## src/hdl/vcfs_pkg.sv

```systemverilog
// Constants for the video capture field sequencer.
// Assumes a 32-bit classic Wishbone register bus.
package vcfs_pkg;
	// Register byte offsets
	localparam logic [3:0] CTRL_OFS = 4'h0;
	localparam logic [3:0] STAT_OFS = 4'h4;
	localparam logic [3:0] MASK_OFS = 4'h8;
	localparam logic [3:0] INFO_OFS = 4'hC;
	// Control field positions
	localparam int F1SEL_BIT = 0;
	localparam int F2SEL_BIT = 1;
	localparam int FRAME_BIT = 2;
	localparam int CONT_BIT = 3;
	localparam int ENABLE_BIT = 4;
	// Status field positions
	localparam int F1C_BIT = 0;
	localparam int F2C_BIT = 1;
	localparam int FRAME_COMPLETE_FLAG_BIT = 2;
	// Reset values
	localparam logic [4:0] CTRL_RST = 5'h00;
	localparam logic [2:0] STAT_RST = 3'h0;
	localparam logic [2:0] MASK_RST = 3'h0;
	// Mode encodings {continuous, frame, field2_select, field1_select}
	localparam logic [3:0] M_NC_F1 = 4'h1;
	localparam logic [3:0] M_NC_F2 = 4'h2;
	localparam logic [3:0] M_NC_F12 = 4'h3;
	localparam logic [3:0] M_NC_FRM = 4'h4;
	localparam logic [3:0] M_NC_PRG = 4'h5;
	localparam logic [3:0] M_SINGLE = 4'h7;
	localparam logic [3:0] M_C_F1 = 4'h9;
	localparam logic [3:0] M_C_F2 = 4'hA;
	localparam logic [3:0] M_C_FRM = 4'hC;
	localparam logic [3:0] M_C_PRG = 4'hD;
endpackage : vcfs_pkg

```

## src/hdl/vcfs_top.sv

```systemverilog
// Field and frame capture sequencer with Wishbone registers.
// Assumes field_start and field_done are one-cycle pulses on clk.
//
// Decided for this implementation: the Wishbone register port and the register addresses.
`timescale 1ns/1ps
// What this block does
// RULE_01 - Continuous mode captures fields while enabled
// RULE_02 - Noncontinuous mode sets matching completion flag
// RULE_03 - After flag set, at most one more
// RULE_04 - Halted: store nothing, recheck flag each field
// RULE_05 - Mode 0001: field 1 only, wait clear
// RULE_06 - Mode 0010: field 2 only, wait clear
// RULE_07 - Mode 0011: both fields, separate flags
// RULE_08 - Mode 0100: frame flag, halt next frame
// RULE_09 - Mode 0101: progressive frame, halt next
// RULE_10 - Mode 0111: single frame, wait clear
// RULE_11 - Mode 1001: every field 1, flag anyway
// RULE_12 - Software clears field-1 flag during field 2
// RULE_13 - Mode 1010: every field 2, flag anyway
// RULE_14 - Mode 1100: continuous frames, flag after field 2
// RULE_15 - Mode 1101: continuous progressive, flag anyway
// RULE_16 - Reserved encodings capture nothing
// RULE_17 - Completion pulse whenever a flag sets
module vcfs_top (
	// Clock and reset
	input wire logic clk,
	input wire logic sys_rst,
	// Wishbone slave
	input wire logic wb_cyc_i,
	input wire logic wb_stb_i,
	input wire logic wb_we_i,
	input wire logic [3:0] wb_adr_i,
	input wire logic [3:0] wb_sel_i,
	input wire logic [31:0] wb_dat_i,
	output logic [31:0] wb_dat_o,
	output logic wb_ack_o,
	// Field timing from the front end
	input wire logic field_start,
	input wire logic field_is_f2,
	input wire logic field_done,
	// Capture control to the data path
	output logic capture_active,
	output logic capture_complete_irq,
	output logic irq
);
	typedef enum logic [1:0] {
		ST_IDLE = 2'b00,
		ST_CAPT = 2'b01,
		ST_SKIP = 2'b11
	} vcfs_state_e;

	vcfs_state_e state_q, state_d;
	logic [4:0] ctrl_q, ctrl_d;
	logic [2:0] stat_q, stat_d;
	logic [2:0] mask_q, mask_d;
	logic [2:0] pend_q, pend_d;
	logic cur_f2_q, cur_f2_d;
	logic pulse_q, pulse_d;
	logic [31:0] rdat_d;
	logic ack_d;
	logic [3:0] mode;
	logic enable;
	logic cont;
	logic want_f1, want_f2, frame_mode, legal;
	logic wanted, blocked;
	logic [2:0] set_vec, clr_vec;
	logic [2:0] flag_sel;
	logic wr;

	assign mode = ctrl_q[vcfs_pkg::CONT_BIT:vcfs_pkg::F1SEL_BIT];
	assign enable = ctrl_q[vcfs_pkg::ENABLE_BIT];
	assign cont = ctrl_q[vcfs_pkg::CONT_BIT];
	assign frame_mode = ctrl_q[vcfs_pkg::FRAME_BIT];
	assign wr = wb_cyc_i & wb_stb_i & wb_we_i & ~wb_ack_o;

	// Mode decode
	always_comb begin
		want_f1 = 1'b0;
		want_f2 = 1'b0;
		legal = 1'b1;
		unique case (mode)
			vcfs_pkg::M_NC_F1, vcfs_pkg::M_C_F1,
			vcfs_pkg::M_NC_PRG, vcfs_pkg::M_C_PRG: begin
				want_f1 = 1'b1; // RULE_05 RULE_09 RULE_11 RULE_15
			end
			vcfs_pkg::M_NC_F2, vcfs_pkg::M_C_F2: begin
				want_f2 = 1'b1; // RULE_06 RULE_13
			end
			vcfs_pkg::M_NC_F12, vcfs_pkg::M_NC_FRM,
			vcfs_pkg::M_SINGLE, vcfs_pkg::M_C_FRM: begin
				want_f1 = 1'b1; // RULE_07 RULE_08 RULE_10 RULE_14
				want_f2 = 1'b1;
			end
			default: begin
				legal = 1'b0; // RULE_16
			end
		endcase
	end

	// Flag that completes on this field, and halt check at field start
	always_comb begin
		flag_sel = 3'h0;
		// Field kind is only valid with field_start, so use the held copy
		if (frame_mode) begin
			// Progressive frame ends after field 1, else after field 2
			if ((mode[1:0] == 2'b01) ? ~cur_f2_q : cur_f2_q) begin
				flag_sel[vcfs_pkg::FRAME_COMPLETE_FLAG_BIT] = 1'b1; // RULE_08 RULE_10
			end
		end else if (cur_f2_q) begin
			flag_sel[vcfs_pkg::F2C_BIT] = 1'b1;
		end else begin
			flag_sel[vcfs_pkg::F1C_BIT] = 1'b1;
		end
		wanted = legal & enable & (field_is_f2 ? want_f2 : want_f1);
		blocked = 1'b0;
		if (!cont) begin
			if (mode == vcfs_pkg::M_SINGLE) begin
				blocked = stat_q[vcfs_pkg::FRAME_COMPLETE_FLAG_BIT]; // RULE_10
			end else if (frame_mode) begin
				// One more frame may run after the flag sets
				blocked = pend_q[vcfs_pkg::FRAME_COMPLETE_FLAG_BIT]; // RULE_03 RULE_08 RULE_09
			end else if (field_is_f2) begin
				blocked = stat_q[vcfs_pkg::F2C_BIT]; // RULE_06 RULE_07
			end else begin
				blocked = stat_q[vcfs_pkg::F1C_BIT]; // RULE_05 RULE_07
			end
		end
	end

	// Field sequencer
	always_comb begin
		state_d = state_q;
		cur_f2_d = cur_f2_q;
		set_vec = 3'h0;
		if (field_start) begin
			cur_f2_d = field_is_f2;
			if (!wanted) begin
				state_d = ST_IDLE;
			end else if (blocked) begin
				state_d = ST_SKIP; // RULE_04
			end else begin
				state_d = ST_CAPT; // RULE_01
			end
		end else if (field_done && state_q == ST_CAPT) begin
			state_d = ST_IDLE;
			// Completion sets a flag in every legal mode, but not after field 1 in modes 0100, 0111 and 1100
			set_vec = flag_sel; // RULE_02 RULE_11 RULE_13 RULE_14 RULE_15
		end else if (field_done) begin
			state_d = ST_IDLE;
		end
	end

	// Frame halt tracking: armed when frame flag sets while already set
	always_comb begin
		pend_d = pend_q;
		if (set_vec[vcfs_pkg::FRAME_COMPLETE_FLAG_BIT] && stat_q[vcfs_pkg::FRAME_COMPLETE_FLAG_BIT]) begin
			pend_d[vcfs_pkg::FRAME_COMPLETE_FLAG_BIT] = 1'b1; // RULE_03
		end
		if (!stat_q[vcfs_pkg::FRAME_COMPLETE_FLAG_BIT] || cont) begin
			pend_d[vcfs_pkg::FRAME_COMPLETE_FLAG_BIT] = 1'b0;
		end
		pend_d[vcfs_pkg::F2C_BIT:vcfs_pkg::F1C_BIT] = 2'b00;
	end

	// Register file
	always_comb begin
		ctrl_d = ctrl_q;
		mask_d = mask_q;
		clr_vec = 3'h0;
		if (wr && wb_sel_i[0]) begin
			unique case (wb_adr_i)
				vcfs_pkg::CTRL_OFS: ctrl_d = wb_dat_i[4:0];
				vcfs_pkg::STAT_OFS: clr_vec = wb_dat_i[2:0];
				vcfs_pkg::MASK_OFS: mask_d = wb_dat_i[2:0];
				default: ;
			endcase
		end
		// Set wins over a clear in the same cycle
		stat_d = (stat_q & ~clr_vec) | set_vec;
		pulse_d = |set_vec; // RULE_17
		ack_d = wb_cyc_i & wb_stb_i & ~wb_ack_o;
		rdat_d = 32'h0000_0000;
		unique case (wb_adr_i)
			vcfs_pkg::CTRL_OFS: rdat_d = {27'h0, ctrl_q};
			vcfs_pkg::STAT_OFS: rdat_d = {29'h0, stat_q};
			vcfs_pkg::MASK_OFS: rdat_d = {29'h0, mask_q};
			vcfs_pkg::INFO_OFS: rdat_d = {28'h0, cur_f2_q,
				state_q == ST_SKIP, state_q == ST_CAPT, legal};
			default: rdat_d = 32'h0000_0000;
		endcase
	end

	always_ff @(posedge clk or posedge sys_rst) begin
		if (sys_rst) begin
			state_q <= ST_IDLE;
			ctrl_q <= vcfs_pkg::CTRL_RST;
			stat_q <= vcfs_pkg::STAT_RST;
			mask_q <= vcfs_pkg::MASK_RST;
			pend_q <= 3'h0;
			cur_f2_q <= 1'b0;
			pulse_q <= 1'b0;
			wb_ack_o <= 1'b0;
			wb_dat_o <= 32'h0000_0000;
		end else begin
			state_q <= state_d;
			ctrl_q <= ctrl_d;
			stat_q <= stat_d;
			mask_q <= mask_d;
			pend_q <= pend_d;
			cur_f2_q <= cur_f2_d;
			pulse_q <= pulse_d;
			wb_ack_o <= ack_d;
			wb_dat_o <= rdat_d;
		end
	end

	assign capture_active = (state_q == ST_CAPT); // RULE_04
	assign capture_complete_irq = pulse_q; // RULE_17
	assign irq = |(stat_q & mask_q);
endmodule : vcfs_top

```

## config.mk

```make
export PLATFORM = sky130hd
export DESIGN_NAME = vcfs_top
export DESIGN_NICKNAME = d
export VERILOG_FILES = /design/src/hdl/vcfs_pkg.sv /design/src/hdl/vcfs_top.sv
export SDC_FILE = /design/constraint.sdc
export NUM_CORES = 1
export LEC_CHECK = 0
export BUFFER_PORTS_ARGS = -buffer_cell sky130_fd_sc_hd__clkbuf_2
export CORE_MARGIN = 1
export CORE_UTILIZATION = 45
export CTS_CLUSTER_SIZE = 10
export DETAILED_ROUTE_END_ITERATION = 10
export GPL_ROUTABILITY_DRIVEN = 0
export PLACE_DENSITY = 0.87
export SETUP_SLACK_MARGIN = 0.15
export SYNTH_ARGS = -nofsm -noshare
export SYNTH_HDL_FRONTEND = slang
export SYNTH_SLANG_ARGS = --single-unit
```

## constraint.sdc

```tcl
create_clock -name clk -period 2.2 [get_ports clk]
set_input_delay 0.33 -clock clk [delete_from_list [all_inputs] [get_ports clk]]
set_output_delay 0.33 -clock clk [all_outputs]
set_load 0.01 [all_outputs]
```

# [Yosys cells after proc, flatten, opt, wreduce, memory -nomap -nowiden]
# Cells that the tools add are included.
[word_totals] reg_bits=49 latch_bits=0 mem_bits_rw=0 mem_bits_ro=0 in_bits=48 output_inout_bits=36 mem_count=0
[classes] add_sub_neg=0 n_mul=0 div=0 order_cmp=0 n_eq_ne=16 shift=0 n_mux=26 n_bitwise=12 n_reduce_logical=15
[ops] op="$eq A4 B4 Y1 const B" count=6
[ops] op="$pmux W5 S4" count=1
[ops] op="$eq A4 B3 Y1 const B" count=4
[ops] op="$mux W1" count=15
[ops] op="$mux W2" count=6
[ops] op="$mux W3" count=4
[ops] op="$reduce_or A10 Y1" count=1
[ops] op="$eq A4 B2 Y1 const B" count=2
[ops] op="$reduce_or A8 Y1" count=1
[ops] op="$and A1 B1 Y1" count=6
[ops] op="$and A3 B3 Y3" count=2
[ops] op="$reduce_or A3 Y1" count=2
[ops] op="$reduce_or A6 Y1" count=1
[ops] op="$eq A2 B1 Y1 const B" count=2
[ops] op="$eq A4 B1 Y1 const B" count=1
[ops] op="$logic_not A4 Y1" count=1
[ops] op="$reduce_and A2 Y1" count=2
[ops] op="$logic_and A1 B1 Y1" count=3
[ops] op="$not A3 Y3" count=1
[ops] op="$or A3 B3 Y3" count=1
[ops] op="$reduce_bool A3 Y1" count=1
[ops] op="$eq A2 B2 Y1 const B" count=1
[ops] op="$not A1 Y1" count=2
[ops] op="$reduce_bool A2 Y1" count=1
[ops] op="2 further kinds" count=2

# [Logic depth before layout (Yosys ltp)]
[depth] word_depth=9 mapped_depth=5

# [Least setup slack after synthesis]
# OpenSTA, ideal clock, no wires.
[synth_path] kind="register to register" startpoint="reg ctrl_q[1]" endpoint="reg wb_dat_o[0]" arrival_time_ns=1.358 t_required_ns=2.085 path_slack_ns=0.727 path_stages_with_launch=6 path_buffers=1 synth_period_minus_slack_ns=1.473 cell_sequence="dfrtp_1 buf_6 xor2_1 o21a_1 mux4_2 nor2b_4"
[synth_via] elab_chain_len=4
[synth_lines] element="start, declared" line="vcfs_top.sv:53" text="logic [4:0] ctrl_q, ctrl_d;"
[synth_lines] element="start signal, assigned" line="vcfs_top.sv:196" text="ctrl_q <= vcfs_pkg::CTRL_RST;"
[synth_lines] element="start signal, assigned" line="vcfs_top.sv:206" text="ctrl_q <= ctrl_d;"
[synth_lines] element="$eq A4 B3 Y1 (tied with other cells)" line="vcfs_top.sv:81" text="unique case (mode)"
[synth_lines] element="$reduce_or A10 Y1 (no line) (*)"
[synth_lines] element="$mux W1 (*)" line="vcfs_top.sv:81"
[synth_lines] element="$pmux W5 S4 (*)" line="vcfs_top.sv:183" text="unique case (wb_adr_i)"
[synth_lines] element="named net rdat_d[0]" line="vcfs_top.sv:59" text="logic [31:0] rdat_d;"
[synth_lines] element="end signal, assigned" line="vcfs_top.sv:213" text="wb_dat_o <= rdat_d;"
[synth_lines] element="end, declared" line="vcfs_top.sv:35" text="output logic [31:0] wb_dat_o,"
# The timed path passes the listed nets; every way through them passes the cells marked *.
# A chain may end at the register's enable or synchronous reset.

# [Worst setup path in the final report]
[layout_path] startpoint="reg stat_q[2]" endpoint="out irq"
[layout_via] elab_chain_len=2
[layout_lines] element="start, declared" line="vcfs_top.sv:54" text="logic [2:0] stat_q, stat_d;"
[layout_lines] element="start signal, assigned" line="vcfs_top.sv:197" text="stat_q <= vcfs_pkg::STAT_RST;"
[layout_lines] element="start signal, assigned" line="vcfs_top.sv:207" text="stat_q <= stat_d;"
[layout_lines] element="$and A3 B3 Y3" line="vcfs_top.sv:219" text="assign irq = |(stat_q & mask_q);"
[layout_lines] element="$reduce_or A3 Y1" line="vcfs_top.sv:219"
[layout_lines] element="end, declared" line="vcfs_top.sv:44" text="output logic irq"
# No other way between the ends.

==> impl_metrics.yaml <==
sta:
  clock.fmax_ghz: 0.5696
  slew_violations: 0
  finClkSkew_ns: 0.001611
  worst_pin_slew_ns: 0.7990
  finalCritPeriodShare_pct: 79.80
  rsz0062_at_grt: "false"
  fin_hold_ws_ns: 0.1394
  finalCriticalPeriod_ns: 1.756
  setup_viol_count_final: 0
  hold_violations: 0
  slew_headroom_pct: 46.68
  finalSetupTns_ns: 0
critical_path:
  rrSetupSlack_ns: 0.60
  setup.worst_path.start_class: "register"
  required_ns: 1.87
  arrival_ns: 1.43
  r2r_start: "ctrl_q[1]"
  critPathTopFamily: "compound AO/OA/AOI/OAI gates"
  critPathMaxStageDelay_ns: 0.46
  cp-end-kind: "output port"
  worst-path-max-fanout: 5
  crit_type: "reg -> out"
  ff2ff_path_depth: 4
  critical-path-slowest-cell: "a222oi_1"
  crit_chain: "a222oi_1 -> inv_1 -> clkbuf_2"
  reg2reg_to: "wb_dat_o[0]"
  crit_buf_inv: 2
clock_tree:
  ctsHoldBuffers: 0
  cts_buffers: 3
  htreeDepth: 1
  clkSlewWorstSetupHoldPaths_ns: 0.11
  postCtsSetupBuffers: 0
  clock-sinks: 22
  cts_tree: "done"
  clk_root_buffer_cell: "clkbuf_4"
  clk_latency_ns: 0.30
  ctsResizeCount: 0
  cts_buffer_depth: 2
logic_synthesis:
  synth_area_um2: 1326
  ys_types: 40
  seq_area_frac_synth_pct: 41.51
  ys_warn_count: 0
  avgSynthCellArea_um2: 10.53
  synth-seq-cells: 22
  syn_inst: 126
  async_flop_share_pct: 100.0
  ys.flop_type: "dfrtp_1"
  synth-edff-count: 0
grt:
  grt_pass1_wl_mm: 3.684
  grt_use_total_pct: 15.02
  overflow: 0
  grt_max_degree: 23
  grt_antenna_before_repair: 0
  grt_pass1_vias: 819
detailed_routing:
  ant_nets: 0
  initialDrtViolationCount: 28
  dr_total_vias: 915
  dr.pass1.iters: 4
  routed_wl_mm: 2.174
  drc: 0
  avgRoutedWirePerCell_um: 12.01
  vias_per_cell: 5.055
flow_run:
  cap_viol_max_count: 0
floorplan:
  std_cell_rows: 19
  start_util_pct: 47.68
  dieArea_um2: 3169
  die_y_um: 56.29
  die_x_um: 56.29
  io_pins: 84
  core_um2: 2781
hold_path:
  hold_path.class: "in -> async"
finish:
  layout_common_cells: "27 x conb_1, 26 x clkbuf_2, 22 x dfrtp_1"
  area_growth_pct: 4.811
  multi_input_area_um2: 611.8
  regArea_um2: 550.5
  drive_gt1_share_pct: 31.33
  nets: 199
  diodes: 0
  final_common_cell: "conb_1"
  fillers: 258
  postLayoutCoreUtil_pct: 49.98
placement:
  place.detailed.hpwl_mm: 1.722
  io_buffers: 26
pwr:
  ir_drop_v: 0.0004568
  power.density_nw_per_um2: 554.1
  power_leakage_nw: 0.7696
outcome:
  status: "finished, final reports clean"
[metal layers]
layer | up-vias | part of all wire (%) | global-route usage, %
met1 | 431 | 41 | 18.35
li1 | 427 | - | -
met5 | - | 0 | 0
met3 | 6 | 8.4 | 4.608
met4 | 0 | 1.8 | 4.878
met2 | 51 | 49 | 25.34
[cell type report]
cell class	count	area share, %
Multi-Input combinational cell	92	44.01
Tap cell	31	2.790
Sequential cell	22	39.60
Inverter	6	1.620
Clock buffer	4	2.610
Timing Repair Buffer	26	9.361
[worst max-delay path by stage]
stage | slack, ns | start | cells after the start | to
after floorplan | 0.73 | ctrl_q[1] | 5 | wb_dat_o[0]
after global placement | 0.63 | ctrl_q[1] | 4 | wb_dat_o[0]
after detailed placement | 0.61 | wb_adr_i[1] | 5 | stat_q[0]
after CTS | 0.41 | stat_q[2] | 3 | irq
after global routing | 0.34 | stat_q[2] | 3 | irq
final | 0.44 | stat_q[2] | 3 | irq
[per-stage QoR]
step | worst slack [ns] | total power [W] | cells | instance area [um2]
after floorplan | 0.7270 | 0.0005681 | 152 | 1424
after global routing | 0.3387 | 0.0008154 | 181 | 1390
after global placement | 0.6262 | 0.0005596 | 177 | 1354
final | 0.4444 | 0.0007702 | 181 | 1390
after CTS | 0.4146 | 0.0007770 | 181 | 1390
after detailed placement | 0.6119 | 0.0005634 | 177 | 1354
[synthesized netlist by cell type (all sizes together) (2+ instances only)]
master / n / area (um2)
mux2: 9 / 105.1
mux4: 2 / 45.04
nor2b: 5 / 38.78
buf: 31 / 235.2
o21ai: 2 / 10.01
nand2: 12 / 47.55
nand3: 3 / 15.01
a22o: 2 / 17.52
nand2b: 2 / 12.51
inv: 6 / 22.52
a311oi: 2 / 17.52
dfrtp: 22 / 550.5
nand3b: 3 / 26.27
a211oi: 2 / 15.01
nor2: 4 / 15.01
or2: 2 / 12.52
[registers in the layout, indices dropped and copies added, names as in the netlist]
signal,cells
pend_q,1
wb_ack_o,1
wb_dat_o,5
ctrl_q,5
cur_f2_q,1
stat_q,3
mask_q,3
state_q,2
capture_complete_irq,1
[power breakdown]
| group | switching [W] | internal, W | total [W] |
|---|---|---|---|
| Clock | 0.000114 | 0.000101 | 0.000215 |
| Sequential | 0.0000222 | 0.000421 | 0.000443 |
| Combinational | 0.0000654 | 0.0000471 | 0.000113 |
| Total | 0.000201 | 0.000569 | 0.000770 |
[cells by family after synthesis]
group                     synth area share, %
xor gates and xnor gates                1.321
other                                  0.2827
AOI/OAI and AO/OA                       9.435
and+or+nand+nor                         16.42
buffers and inverters                   19.72
muxes                                   11.32
DFF                                     41.51
No activity file was read; power rests on OpenSTA's default activity.
